File: src/hdl/bfs_regs.svh
`ifndef BFS_REGS_SVH
`define BFS_REGS_SVH

// ****************************************************************
// Register map
// ****************************************************************
`define BFS_OFF_CTRL 8'h00
`define BFS_OFF_DUR 8'h04
`define BFS_OFF_STAT 8'h08

`define BFS_CTRL_PAT_LSB 0
`define BFS_CTRL_PAT_MSB 3
`define BFS_CTRL_MODE_LSB 4
`define BFS_CTRL_MODE_MSB 5
`define BFS_STAT_FLASHING 0
`define BFS_STAT_NIGHT 1
`define BFS_STAT_FAULT 2
`define BFS_STAT_CUTOFF 3
`define BFS_STAT_TRIG 4

// ****************************************************************
// Reset values and limits
// ****************************************************************
`define BFS_PAT_COUNT 4'hb
`define BFS_DUR_RST 12'h014
`define BFS_DUR_MIN 12'h005
`define BFS_DUR_MINUTE 12'h03c
`define BFS_DUR_MAX_MIN 12'h4b0
`define BFS_DUR_HOUR 12'he10

// ****************************************************************
// Timing
// ****************************************************************
`define BFS_CLK_NS 5
`define BFS_TICK_NS 10000000
`define BFS_TICK_CYC (`BFS_TICK_NS / `BFS_CLK_NS)
`define BFS_PH_LAST 7'h63
`define BFS_T_HALF 7'h32
`define BFS_T_QUART 7'h19
`define BFS_T_TENTH 7'h0a
`define BFS_T_QSLOT 7'h14
`define BFS_T_RAPID 7'h05
`define BFS_T_WWEND 7'h28
`define BFS_T_SIMEND 7'h50
`define BFS_DEB_TICKS 3'h3

`endif

File: src/hdl/bfs_pkg.sv
package bfs_pkg;

   typedef enum logic [3:0] {
      bfs_pat_wigwag_sim = 4'h0,
      bfs_pat_wigwag_legacy = 4'h1,
      bfs_pat_rapid_circ = 4'h2,
      bfs_pat_uni_half = 4'h3,
      bfs_pat_alt_half = 4'h4,
      bfs_pat_three_alt = 4'h5,
      bfs_pat_uni_tenth = 4'h6,
      bfs_pat_uni_quart = 4'h7,
      bfs_pat_uni_quick = 4'h8,
      bfs_pat_alt_quick = 4'h9,
      bfs_pat_steady = 4'ha
   } bfs_pat_t;

   typedef enum logic [1:0] {
      bfs_mode_button = 2'h0,
      bfs_mode_open = 2'h1,
      bfs_mode_closed = 2'h2,
      bfs_mode_dusk = 2'h3
   } bfs_mode_t;

   typedef enum logic {
      bfs_st_dark = 1'b0,
      bfs_st_flash = 1'b1
   } bfs_st_t;

endpackage : bfs_pkg

File: src/hdl/bfs_pin_filter.sv
`timescale 1ns/10ps
`include "bfs_regs.svh"

module bfs_pin_filter (
   input wire logic pclk,
   input wire logic presetn,
   input wire logic tick,
   input wire logic pin_in,
   output logic level
);

   logic s1_r;
   logic s2_r;
   logic s3_r;
   logic [2:0] deb_r;
   logic [2:0] deb_nxt;
   logic level_nxt;

   wire agree = (s2_r == s3_r);
   wire differs = agree && (s3_r != level);
   wire settled = (deb_r == `BFS_DEB_TICKS);

   // Change is accepted only after it has stood for the debounce time
   assign deb_nxt = !differs ? 3'h0 :
                    (tick && !settled) ? deb_r + 3'h1 : deb_r;
   assign level_nxt = (differs && settled) ? s3_r : level;

   always_ff @(posedge pclk or negedge presetn) begin
      if (!presetn) begin
         s1_r <= 1'b0;
         s2_r <= 1'b0;
         s3_r <= 1'b0;
         deb_r <= 3'h0;
         level <= 1'b0;
      end else begin
         s1_r <= pin_in;
         s2_r <= s1_r;
         s3_r <= s2_r;
         deb_r <= deb_nxt;
         level <= level_nxt;
      end
   end

endmodule : bfs_pin_filter

File: src/hdl/bfs_flash_sequencer.sv
// How it works
// - Eleven selectable flash patterns drive the two LED bank outputs
// - Unison half-second: both banks lit 0.5 s, once per second
// - Alternating half-second: banks take turns 0.5 s; reset default
// - Three-beacon alternate: 0.5 s turns, two-beacon bank then one
// - Short unison: both banks lit 0.1 s, once per second
// - Quarter unison: both banks lit 0.25 s, once per second
// - Unison quick flash: three 0.1 s pulses on both banks per second
// - Alternating quick flash: three 0.1 s pulses alternating banks
// - Steady: first bank continuously on, second bank off
// - One driver toggles two banks; alternating phases use other bank
// - Light-bar rapid pattern mixes wig-wag and simultaneous phases
// - Alternating with one fixture still drives bank two, flags fault
// - Button mode: brief short starts timed flashing; reset default
// - Normally-open mode: flash exactly while input is shorted
// - Normally-closed mode: flash always except while input shorted
// - Dusk mode: flash only while the sensor reports night
// - Duration accepts 5 to 60 s in 1 s steps
// - Duration accepts 60 to 1200 s in 60 s steps
// - Duration also accepts 3600 s
// - Duration resets to 20 s
// - Day/night flag from photosensor is kept for status display
// - LED fault clears when flashing next starts and wiring is good
// - Low-voltage cutoff blanks all banks and the digital output
`timescale 1ns/10ps
`include "bfs_regs.svh"

module bfs_flash_sequencer
   import bfs_pkg::*;
#(
   parameter int TICK_CYC = `BFS_TICK_CYC
) (
   input wire logic pclk,
   input wire logic presetn,
   input wire logic psel,
   input wire logic penable,
   input wire logic pwrite,
   input wire logic [7:0] paddr,
   input wire logic [31:0] pwdata,
   output logic [31:0] prdata,
   output logic pready,
   output logic pslverr,
   input wire logic trigger_short,
   input wire logic dark_sensor,
   input wire logic low_voltage_cutoff,
   input wire logic [1:0] bank_lit,
   output logic first_bank_output,
   output logic second_bank_output,
   output logic led_fault,
   output logic night_flag,
   output logic digital_out
);

   // ****************************************************************
   // Helper functions
   // ****************************************************************
   function automatic logic dur_ok(input logic [11:0] d);
      logic short_ok;
      logic long_ok;
      short_ok = (d >= `BFS_DUR_MIN) && (d <= `BFS_DUR_MINUTE);
      long_ok = (d >= `BFS_DUR_MINUTE) && (d <= `BFS_DUR_MAX_MIN)
                && ((d % `BFS_DUR_MINUTE) == 12'h000);
      dur_ok = short_ok || long_ok || (d == `BFS_DUR_HOUR);
   endfunction : dur_ok

   // Bank pair {second, first} for a pattern at a phase in ticks
   function automatic logic [1:0] pat_banks(input logic [3:0] pat,
                                            input logic [6:0] ph);
      logic fast_on;
      logic slot_b;
      logic quick_on;
      logic qodd;
      logic [6:0] qidx;
      fast_on = (ph % `BFS_T_TENTH) < `BFS_T_RAPID;
      slot_b = (ph % (`BFS_T_TENTH + `BFS_T_TENTH)) >= `BFS_T_TENTH;
      quick_on = (ph < `BFS_T_HALF) && ((ph % `BFS_T_QSLOT) < `BFS_T_TENTH);
      qidx = ph / `BFS_T_QSLOT;
      qodd = qidx[0];
      case (pat)
         bfs_pat_wigwag_sim: begin
            if (ph < `BFS_T_HALF) begin
               pat_banks = fast_on ? 2'h1 : 2'h2;
            end else begin
               pat_banks = fast_on ? 2'h3 : 2'h0;
            end
         end
         bfs_pat_wigwag_legacy: begin
            if (ph < `BFS_T_WWEND) begin
               pat_banks = slot_b ? 2'h2 : 2'h1;
            end else if (ph < `BFS_T_SIMEND) begin
               pat_banks = fast_on ? 2'h3 : 2'h0;
            end else begin
               pat_banks = 2'h0;
            end
         end
         bfs_pat_rapid_circ: begin
            if (ph < `BFS_T_HALF) begin
               pat_banks = fast_on ? 2'h1 : 2'h0;
            end else begin
               pat_banks = fast_on ? 2'h2 : 2'h0;
            end
         end
         bfs_pat_uni_half: begin
            pat_banks = (ph < `BFS_T_HALF) ? 2'h3 : 2'h0;
         end
         bfs_pat_alt_half, bfs_pat_three_alt: begin
            pat_banks = (ph < `BFS_T_HALF) ? 2'h1 : 2'h2;
         end
         bfs_pat_uni_tenth: begin
            pat_banks = (ph < `BFS_T_TENTH) ? 2'h3 : 2'h0;
         end
         bfs_pat_uni_quart: begin
            pat_banks = (ph < `BFS_T_QUART) ? 2'h3 : 2'h0;
         end
         bfs_pat_uni_quick: begin
            pat_banks = quick_on ? 2'h3 : 2'h0;
         end
         bfs_pat_alt_quick: begin
            pat_banks = !quick_on ? 2'h0 : (qodd ? 2'h2 : 2'h1);
         end
         bfs_pat_steady: begin
            pat_banks = 2'h1;
         end
         default: begin
            pat_banks = 2'h0;
         end
      endcase
   endfunction : pat_banks

   // ****************************************************************
   // Tick and input conditioning
   // ****************************************************************
   logic [23:0] tick_cnt_r;
   logic [23:0] tick_cnt_nxt;
   logic trig_lvl;
   logic night_lvl;

   wire tick = (tick_cnt_r == 24'(TICK_CYC - 1));
   assign tick_cnt_nxt = tick ? 24'h000000 : tick_cnt_r + 24'h000001;

   bfs_pin_filter u_trig_filter (
      .pclk(pclk),
      .presetn(presetn),
      .tick(tick),
      .pin_in(trigger_short),
      .level(trig_lvl)
   );

   bfs_pin_filter u_dark_filter (
      .pclk(pclk),
      .presetn(presetn),
      .tick(tick),
      .pin_in(dark_sensor),
      .level(night_lvl)
   );

   // ****************************************************************
   // Settings and APB decode
   // ****************************************************************
   logic [3:0] pat_r;
   logic [1:0] mode_r;
   logic [11:0] dur_r;
   logic [3:0] pat_nxt;
   logic [1:0] mode_nxt;
   logic [11:0] dur_nxt;
   logic [31:0] rd_mux;
   logic [31:0] prdata_nxt;
   logic fault_r;

   wire setup = psel && !penable;
   wire hit_ctrl = (paddr == `BFS_OFF_CTRL);
   wire hit_dur = (paddr == `BFS_OFF_DUR);
   wire hit_stat = (paddr == `BFS_OFF_STAT);
   wire mapped = hit_ctrl || hit_dur || hit_stat;
   wire [3:0] wr_pat = pwdata[`BFS_CTRL_PAT_MSB:`BFS_CTRL_PAT_LSB];
   wire [1:0] wr_mode = pwdata[`BFS_CTRL_MODE_MSB:`BFS_CTRL_MODE_LSB];
   wire [11:0] wr_dur = pwdata[11:0];
   wire pat_bad = (wr_pat >= `BFS_PAT_COUNT);
   wire dur_bad = !dur_ok(wr_dur) || (pwdata[31:12] != 20'h00000);
   wire wr_bad = (hit_ctrl && pat_bad) || (hit_dur && dur_bad) || hit_stat;
   wire err_nxt = setup && (!mapped || (pwrite && wr_bad));
   wire wr_go = psel && penable && pready && pwrite && !pslverr;
   wire wr_ctrl = wr_go && hit_ctrl;
   wire wr_dur_go = wr_go && hit_dur;

   assign pat_nxt = wr_ctrl ? wr_pat : pat_r;
   assign mode_nxt = wr_ctrl ? wr_mode : mode_r;
   assign dur_nxt = wr_dur_go ? wr_dur : dur_r;

   // ****************************************************************
   // Activation and duration
   // ****************************************************************
   bfs_st_t st_r;
   bfs_st_t st_nxt;
   logic trig_q_r;
   logic [11:0] remain_r;
   logic [11:0] remain_nxt;
   logic [6:0] phase_r;
   logic [6:0] phase_nxt;
   logic want;

   wire is_button = (mode_r == bfs_mode_button);
   // A held contact counts once: only its filtered rising edge reloads
   wire press = trig_lvl && !trig_q_r && is_button;
   wire sec_end = tick && (phase_r == `BFS_PH_LAST);

   always_comb begin
      case (mode_r)
         bfs_mode_button: want = (remain_r != 12'h000);
         bfs_mode_open: want = trig_lvl;
         bfs_mode_closed: want = !trig_lvl;
         bfs_mode_dusk: want = night_lvl;
         default: want = 1'b0;
      endcase
   end

   wire run = want && !low_voltage_cutoff;
   wire begin_flash = (st_r == bfs_st_dark) && run;
   wire restart = begin_flash || (press && st_r == bfs_st_flash);

   always_comb begin
      case (st_r)
         bfs_st_dark: st_nxt = run ? bfs_st_flash : bfs_st_dark;
         bfs_st_flash: st_nxt = run ? bfs_st_flash : bfs_st_dark;
         default: st_nxt = bfs_st_dark;
      endcase
   end

   assign remain_nxt = press ? dur_r :
                       (sec_end && remain_r != 12'h000) ?
                       remain_r - 12'h001 : remain_r;
   // Each flashing period opens on the first pulse of its pattern
   assign phase_nxt = restart ? 7'h00 :
                      !tick ? phase_r :
                      (phase_r == `BFS_PH_LAST) ? 7'h00 :
                      phase_r + 7'h01;

   // ****************************************************************
   // Bank drive and fault check
   // ****************************************************************
   logic [1:0] banks_nxt;
   logic [1:0] held_r;
   logic fault_nxt;

   wire flashing = (st_r == bfs_st_flash) && !low_voltage_cutoff;
   wire [1:0] bank_now = {second_bank_output, first_bank_output};

   assign banks_nxt = (flashing && !restart) ?
                      pat_banks(pat_r, phase_r) : 2'h0;
   // A bank driven for a full tick with no current means open or short
   wire fault_set = tick && |(bank_now & held_r & ~bank_lit);
   // Set wins when a new fault and a fresh start fall in one clock
   assign fault_nxt = fault_set || (led_fault && !begin_flash);

   // ****************************************************************
   // Read back
   // ****************************************************************
   // Status bits are placed by field position so the map lives in
   // one header; the status word is read only
   logic [31:0] ctrl_word;
   logic [31:0] dur_word;
   logic [31:0] stat_word;

   assign ctrl_word = {26'h0000000, mode_r, pat_r};
   assign dur_word = {20'h00000, dur_r};

   always_comb begin
      stat_word = 32'h00000000;
      stat_word[`BFS_STAT_FLASHING] = flashing;
      stat_word[`BFS_STAT_NIGHT] = night_flag;
      stat_word[`BFS_STAT_FAULT] = led_fault;
      stat_word[`BFS_STAT_CUTOFF] = low_voltage_cutoff;
      stat_word[`BFS_STAT_TRIG] = trig_lvl;
   end

   assign rd_mux = hit_ctrl ? ctrl_word :
                   hit_dur ? dur_word :
                   hit_stat ? stat_word :
                   32'h00000000;
   assign prdata_nxt = (setup && !pwrite) ? rd_mux : 32'h00000000;

   // ****************************************************************
   // Registers
   // ****************************************************************
   always_ff @(posedge pclk or negedge presetn) begin
      if (!presetn) begin
         pready <= 1'b0;
         pslverr <= 1'b0;
         prdata <= 32'h00000000;
      end else begin
         // Zero wait states: every access phase is answered at once
         pready <= setup;
         pslverr <= err_nxt;
         prdata <= prdata_nxt;
      end
   end

   always_ff @(posedge pclk or negedge presetn) begin
      if (!presetn) begin
         pat_r <= bfs_pat_alt_half;
         mode_r <= bfs_mode_button;
         dur_r <= `BFS_DUR_RST;
      end else begin
         pat_r <= pat_nxt;
         mode_r <= mode_nxt;
         dur_r <= dur_nxt;
      end
   end

   always_ff @(posedge pclk or negedge presetn) begin
      if (!presetn) begin
         tick_cnt_r <= 24'h000000;
         st_r <= bfs_st_dark;
         trig_q_r <= 1'b0;
         remain_r <= 12'h000;
         phase_r <= 7'h00;
      end else begin
         tick_cnt_r <= tick_cnt_nxt;
         st_r <= st_nxt;
         trig_q_r <= trig_lvl;
         remain_r <= remain_nxt;
         phase_r <= phase_nxt;
      end
   end

   always_ff @(posedge pclk or negedge presetn) begin
      if (!presetn) begin
         first_bank_output <= 1'b0;
         second_bank_output <= 1'b0;
         held_r <= 2'h0;
         led_fault <= 1'b0;
         night_flag <= 1'b0;
         digital_out <= 1'b0;
      end else begin
         first_bank_output <= banks_nxt[0];
         second_bank_output <= banks_nxt[1];
         held_r <= tick ? bank_now : held_r;
         led_fault <= fault_nxt;
         night_flag <= night_lvl;
         digital_out <= flashing;
      end
   end

endmodule : bfs_flash_sequencer

File: config.mk
export PLATFORM = sky130hd
export DESIGN_NAME = bfs_flash_sequencer
export DESIGN_NICKNAME = d
export VERILOG_FILES = /design/src/hdl/bfs_pkg.sv /design/src/hdl/bfs_pin_filter.sv /design/src/hdl/bfs_flash_sequencer.sv
export VERILOG_INCLUDE_DIRS = /design/src /design/src/hdl
export SDC_FILE = /design/constraint.sdc
export NUM_CORES = 1
export LEC_CHECK = 0
export BUFFER_PORTS_ARGS = -buffer_cell sky130_fd_sc_hd__buf_2
export CAP_MARGIN = 15
export CELL_PAD_IN_SITES_DETAIL_PLACEMENT = 2
export CELL_PAD_IN_SITES_GLOBAL_PLACEMENT = 2
export CORE_ASPECT_RATIO = 0.6
export CORE_MARGIN = 2
export CORE_UTILIZATION = 36
export CTS_BUF_LIST = sky130_fd_sc_hd__clkbuf_4 sky130_fd_sc_hd__clkbuf_8
export DETAILED_ROUTE_END_ITERATION = 12
export HOLD_SLACK_MARGIN = 0.05
export PLACE_DENSITY_LB_ADDON = 0.1
export SYNTH_ARGS = -nofsm -noshare
export SYNTH_HDL_FRONTEND = slang
export SYNTH_SLANG_ARGS = --single-unit
File: constraint.sdc
create_clock -name pclk -period 4 [get_ports pclk]
set_input_delay 0.8 -clock pclk [delete_from_list [all_inputs] [get_ports pclk]]
set_output_delay 0.8 -clock pclk [all_outputs]
set_load 0.01 [all_outputs]
==> results by group <==
Die
  – Die Ht: 104 µm
  – Row cnt: 36
  – Die X: 171 µm
  – Die Footprint: 17800 µm²
  – Io pins: 89
  – Initial core utilization: 36.9%
  – Area of the core: 16300 µm²

Timing
  – Setup Skew: 0.0167 ns
  – Max Clk Rate: 0.294 GHz
  – Fin. Hold Viols: 0
  – Fin crit period: 3.40 ns
  – Slew HR: 33.1%
  – Slew @ Worst Pin: 1.00 ns
  – Final hold slack: 0.369 ns
  – Final Cycle Share: 85.1%
  – RSZ-0062 raised after global routing: no
  – Slew Limit Fails: 0
  – Setup violators final: 0
  – Setup TNS: 0 ns

Synthesis
  – Asr flop ratio synth: 100%
  – Register area share after synthesis: 40.9%
  – Yosys reg bits: 98
  – Mean area per synthesized cell: 8.86 µm²
  – Synth Warn #: 0
  – Synth Flop Type: dfrtp_1
  – Post-Syn Instances: 678
  – Post-synth EDFFs: 0
  – Unique masters post-synth: 75
  – Mapped Area: 6010 µm²

Critical path
  – Worst setup SP type: register
  – Sequence of cells on the critical path: inv_1, a21oi_1, nor2_1, o211ai_1, inv_1, ha_1, o21ai_0, a22oi_1, o21ai_1, inv_1, ha_1, a211oi_1, nor3_1, o21ai_0, a21oi_1, nor2_1, o311ai_0
  – Critical-path top delay cell: dfrtp_1
  – CP most frequent cell: inv_1
  – CP endpoint kind: register
  – FF-to-FF End: first_bank_output
  – Crit path DAT: 3.63 ns
  – R2R depth: 17
  – Slowest Stage Delay on Critical Path: 0.64 ns
  – Worst-path fanout max: 14
  – Setup CP Type: register to register
  – Worst setup path start: phase_r[3]
  – Worst EP required: 4.23 ns
  – R2r setup slk: 0.60 ns
  – CP Capture Point: first_bank_output
  – Crit Reg-Reg Startpoint: phase_r[3]

Pwr
  – Leakage Power: 0.00300 µW
  – Total power draw: 1940 µW
  – Pwr per Cell Area: 289 nW/µm²
  – Worst vdd ir: 0.000152 V

Clock tree
  – Reg clk slew, reported paths: 0.11 ns
  – Hold_buf cts: 0
  – Post_cts resized: 0
  – Max clock buf depth: 2
  – Clk Latency, worst-skew pair: 0.37 ns
  – Clock sink total: 98
  – H-Tree Level Count: 3
  – Root buffer cell: clkbuf_8
  – Post-CTS Setup Bufs: 0
  – CTS tree: yes
  – Total CTS buffers: 9

Final layout
  – Layout cells sized above 1: 17.6%
  – P&R area growth vs syn: 11.7%
  – Commonest non-fill, non-tap cell in the layout: dfrtp_1
  – Multi-input gate area: 3250 µm²
  – Antenna Cells: 0
  – Post-layout util: 41.3%
  – Reg area: 2460 µm²
  – Fin nets: 804
  – Fill count: 1846
  – Most frequent cells in the layout: dfrtp_1, nor2_1, nand2_1, buf_2, a21oi_1

Drt
  – WL/cell: 19.3 µm
  – DR iter-0 viols: 281
  – Antenna viol nets, final: 0
  – # DRC: 0
  – Via-to-Cell Ratio: 5.44
  – Via Count: 5294
  – First-pass DRT Iterations: 4
  – WL final: 18800 µm

Global route
  – Gr usage total: 22.0%
  – Initial antenna violation count: 0
  – Largest net degree at the start of global routing: 75
  – First-pass GRT wire length: 31000 µm
  – Vias in the first global route: 5619
  – Total gr overflow: 0

Hold path
  – Hold path start: u_dark_filter.s1_r
  – Min-delay worst type: register to register

Flow run
  – Max cap viols: 0

Placement
  – IO buf count: 68
  – Routability cong.: 0.851
  – DP Wirelength: 14600 µm

Run status
  – Outcome: complete, no violations
-- worst min-delay path by stage --
stage	end	cells past startpoint	slack [ns]
after floorplan	u_dark_filter.s2_r	0	0.33
after global placement	u_dark_filter.s2_r	0	0.34
after detailed placement	u_dark_filter.s2_r	0	0.35
after CTS	u_dark_filter.s2_r	0	0.37
after global routing	u_dark_filter.s2_r	0	0.39
final	u_dark_filter.s2_r	0	0.37
-- cell type report --
type / instances / area share, %
Multi-Input combinational cell: 527 / 48.4
Timing Repair Buffer: 79 / 6.34
Tap cell: 228 / 4.25
Inverter: 26 / 1.45
Clock buffer: 10 / 2.05
Sequential cell: 98 / 36.6
Clock inverter: 6 / 0.858
-- worst max-delay path: cells and delay by family, from the launching register on --
kind / cells / cell delay (ns)
AOI/OAI and AO/OA: 9 / 1.46
adders and majority gates: 2 / 0.49
buffers and inverters: 3 / 0.42
DFF: 1 / 0.64
and+or+nand+nor: 3 / 0.26
-- flip-flops by register name, summed over array words and instances (netlist names), 2 cells and up --
signal and flops:
prdata 12, dur_r 12, pat_r 4, remain_r 12, held_r 2, u_trig_filter.deb_r 3, u_dark_filter.deb_r 3, phase_r 7
tick_cnt_r 24, mode_r 2
-- cells by family (layout without fill, tap and decap cells) --
group / count (synthesis) / in the layout / synth area share [%]
AND/OR/NAND/NOR: 279 / 279 / 23.6
AO/OA/AOI/OAI: 156 / 156 / 17.0
flip-flops: 98 / 98 / 40.9
buffers and inverters: 72 / 121 / 6.33
XOR/XNOR: 39 / 39 / 5.81
multiplexers: 20 / 20 / 3.62
adder cells (fa/ha/maj): 13 / 13 / 2.71
other: 1 / 20 / 0.0624
-- routing by layer --
layer / global-route usage, % / vias to the layer above / wire, µm
met5: 0 / - / 0
met4: 2.50 / 0 / 78
met3: 3.46 / 7 / 442
met2: 33.5 / 56 / 8430
met1: 33.7 / 2722 / 9820
li1: - / 2509 / -
-- cells in the mapped netlist, types with 3 or more instances --
library cell | n | area, µm²
a211oi_1 | 11 | 82.6
a21oi_1 | 41 | 205
a221oi_1 | 6 | 52.6
a31oi_1 | 6 | 37.5
and2_1 | 4 | 25.0
and3_1 | 17 | 106
and4_1 | 3 | 26.3
buf_2 | 7 | 35.0
buf_4 | 23 | 173
clkbuf_1 | 13 | 48.8
dfrtp_1 | 95 | 2380
dfstp_2 | 3 | 78.8
ha_1 | 13 | 163
inv_1 | 25 | 93.8
mux2_2 | 14 | 158
mux2i_1 | 6 | 60.1
nand2_1 | 70 | 263
nand2b_1 | 7 | 43.8
nand3_1 | 17 | 85.1
nand4_1 | 9 | 56.3
nand4bb_1 | 3 | 33.8
nor2_1 | 70 | 263
nor2b_1 | 14 | 87.6
nor3_1 | 24 | 120
nor3b_1 | 4 | 30.0
nor4_1 | 12 | 75.1
o211a_1 | 4 | 40.0
o21a_1 | 3 | 22.5
o21ai_0 | 38 | 190
o21ai_1 | 9 | 45.0
o221ai_1 | 3 | 26.3
o22ai_1 | 4 | 25.0
o311ai_0 | 3 | 26.3
or2_2 | 4 | 25.0
or3_1 | 7 | 43.8
xnor2_1 | 22 | 193
xor2_1 | 16 | 140
-- per-stage QoR --
stage,setup slack (ns),instances,area [µm²]
CTS,0.555,974,6710
detailed placement,0.570,958,6510
floorplan,0.875,697,6080
global route,0.200,974,6710
global placement,0.748,958,6510
finish,0.597,974,6710
-- report_power, final --
part / internal, µW / switching, µW / leakage [µW]
sequential: 1000 / 12.9 / 0.00129
clock: 258 / 386 / 0.000101
combinational: 94.6 / 184 / 0.00161
(Power assumes the default switching activity.)
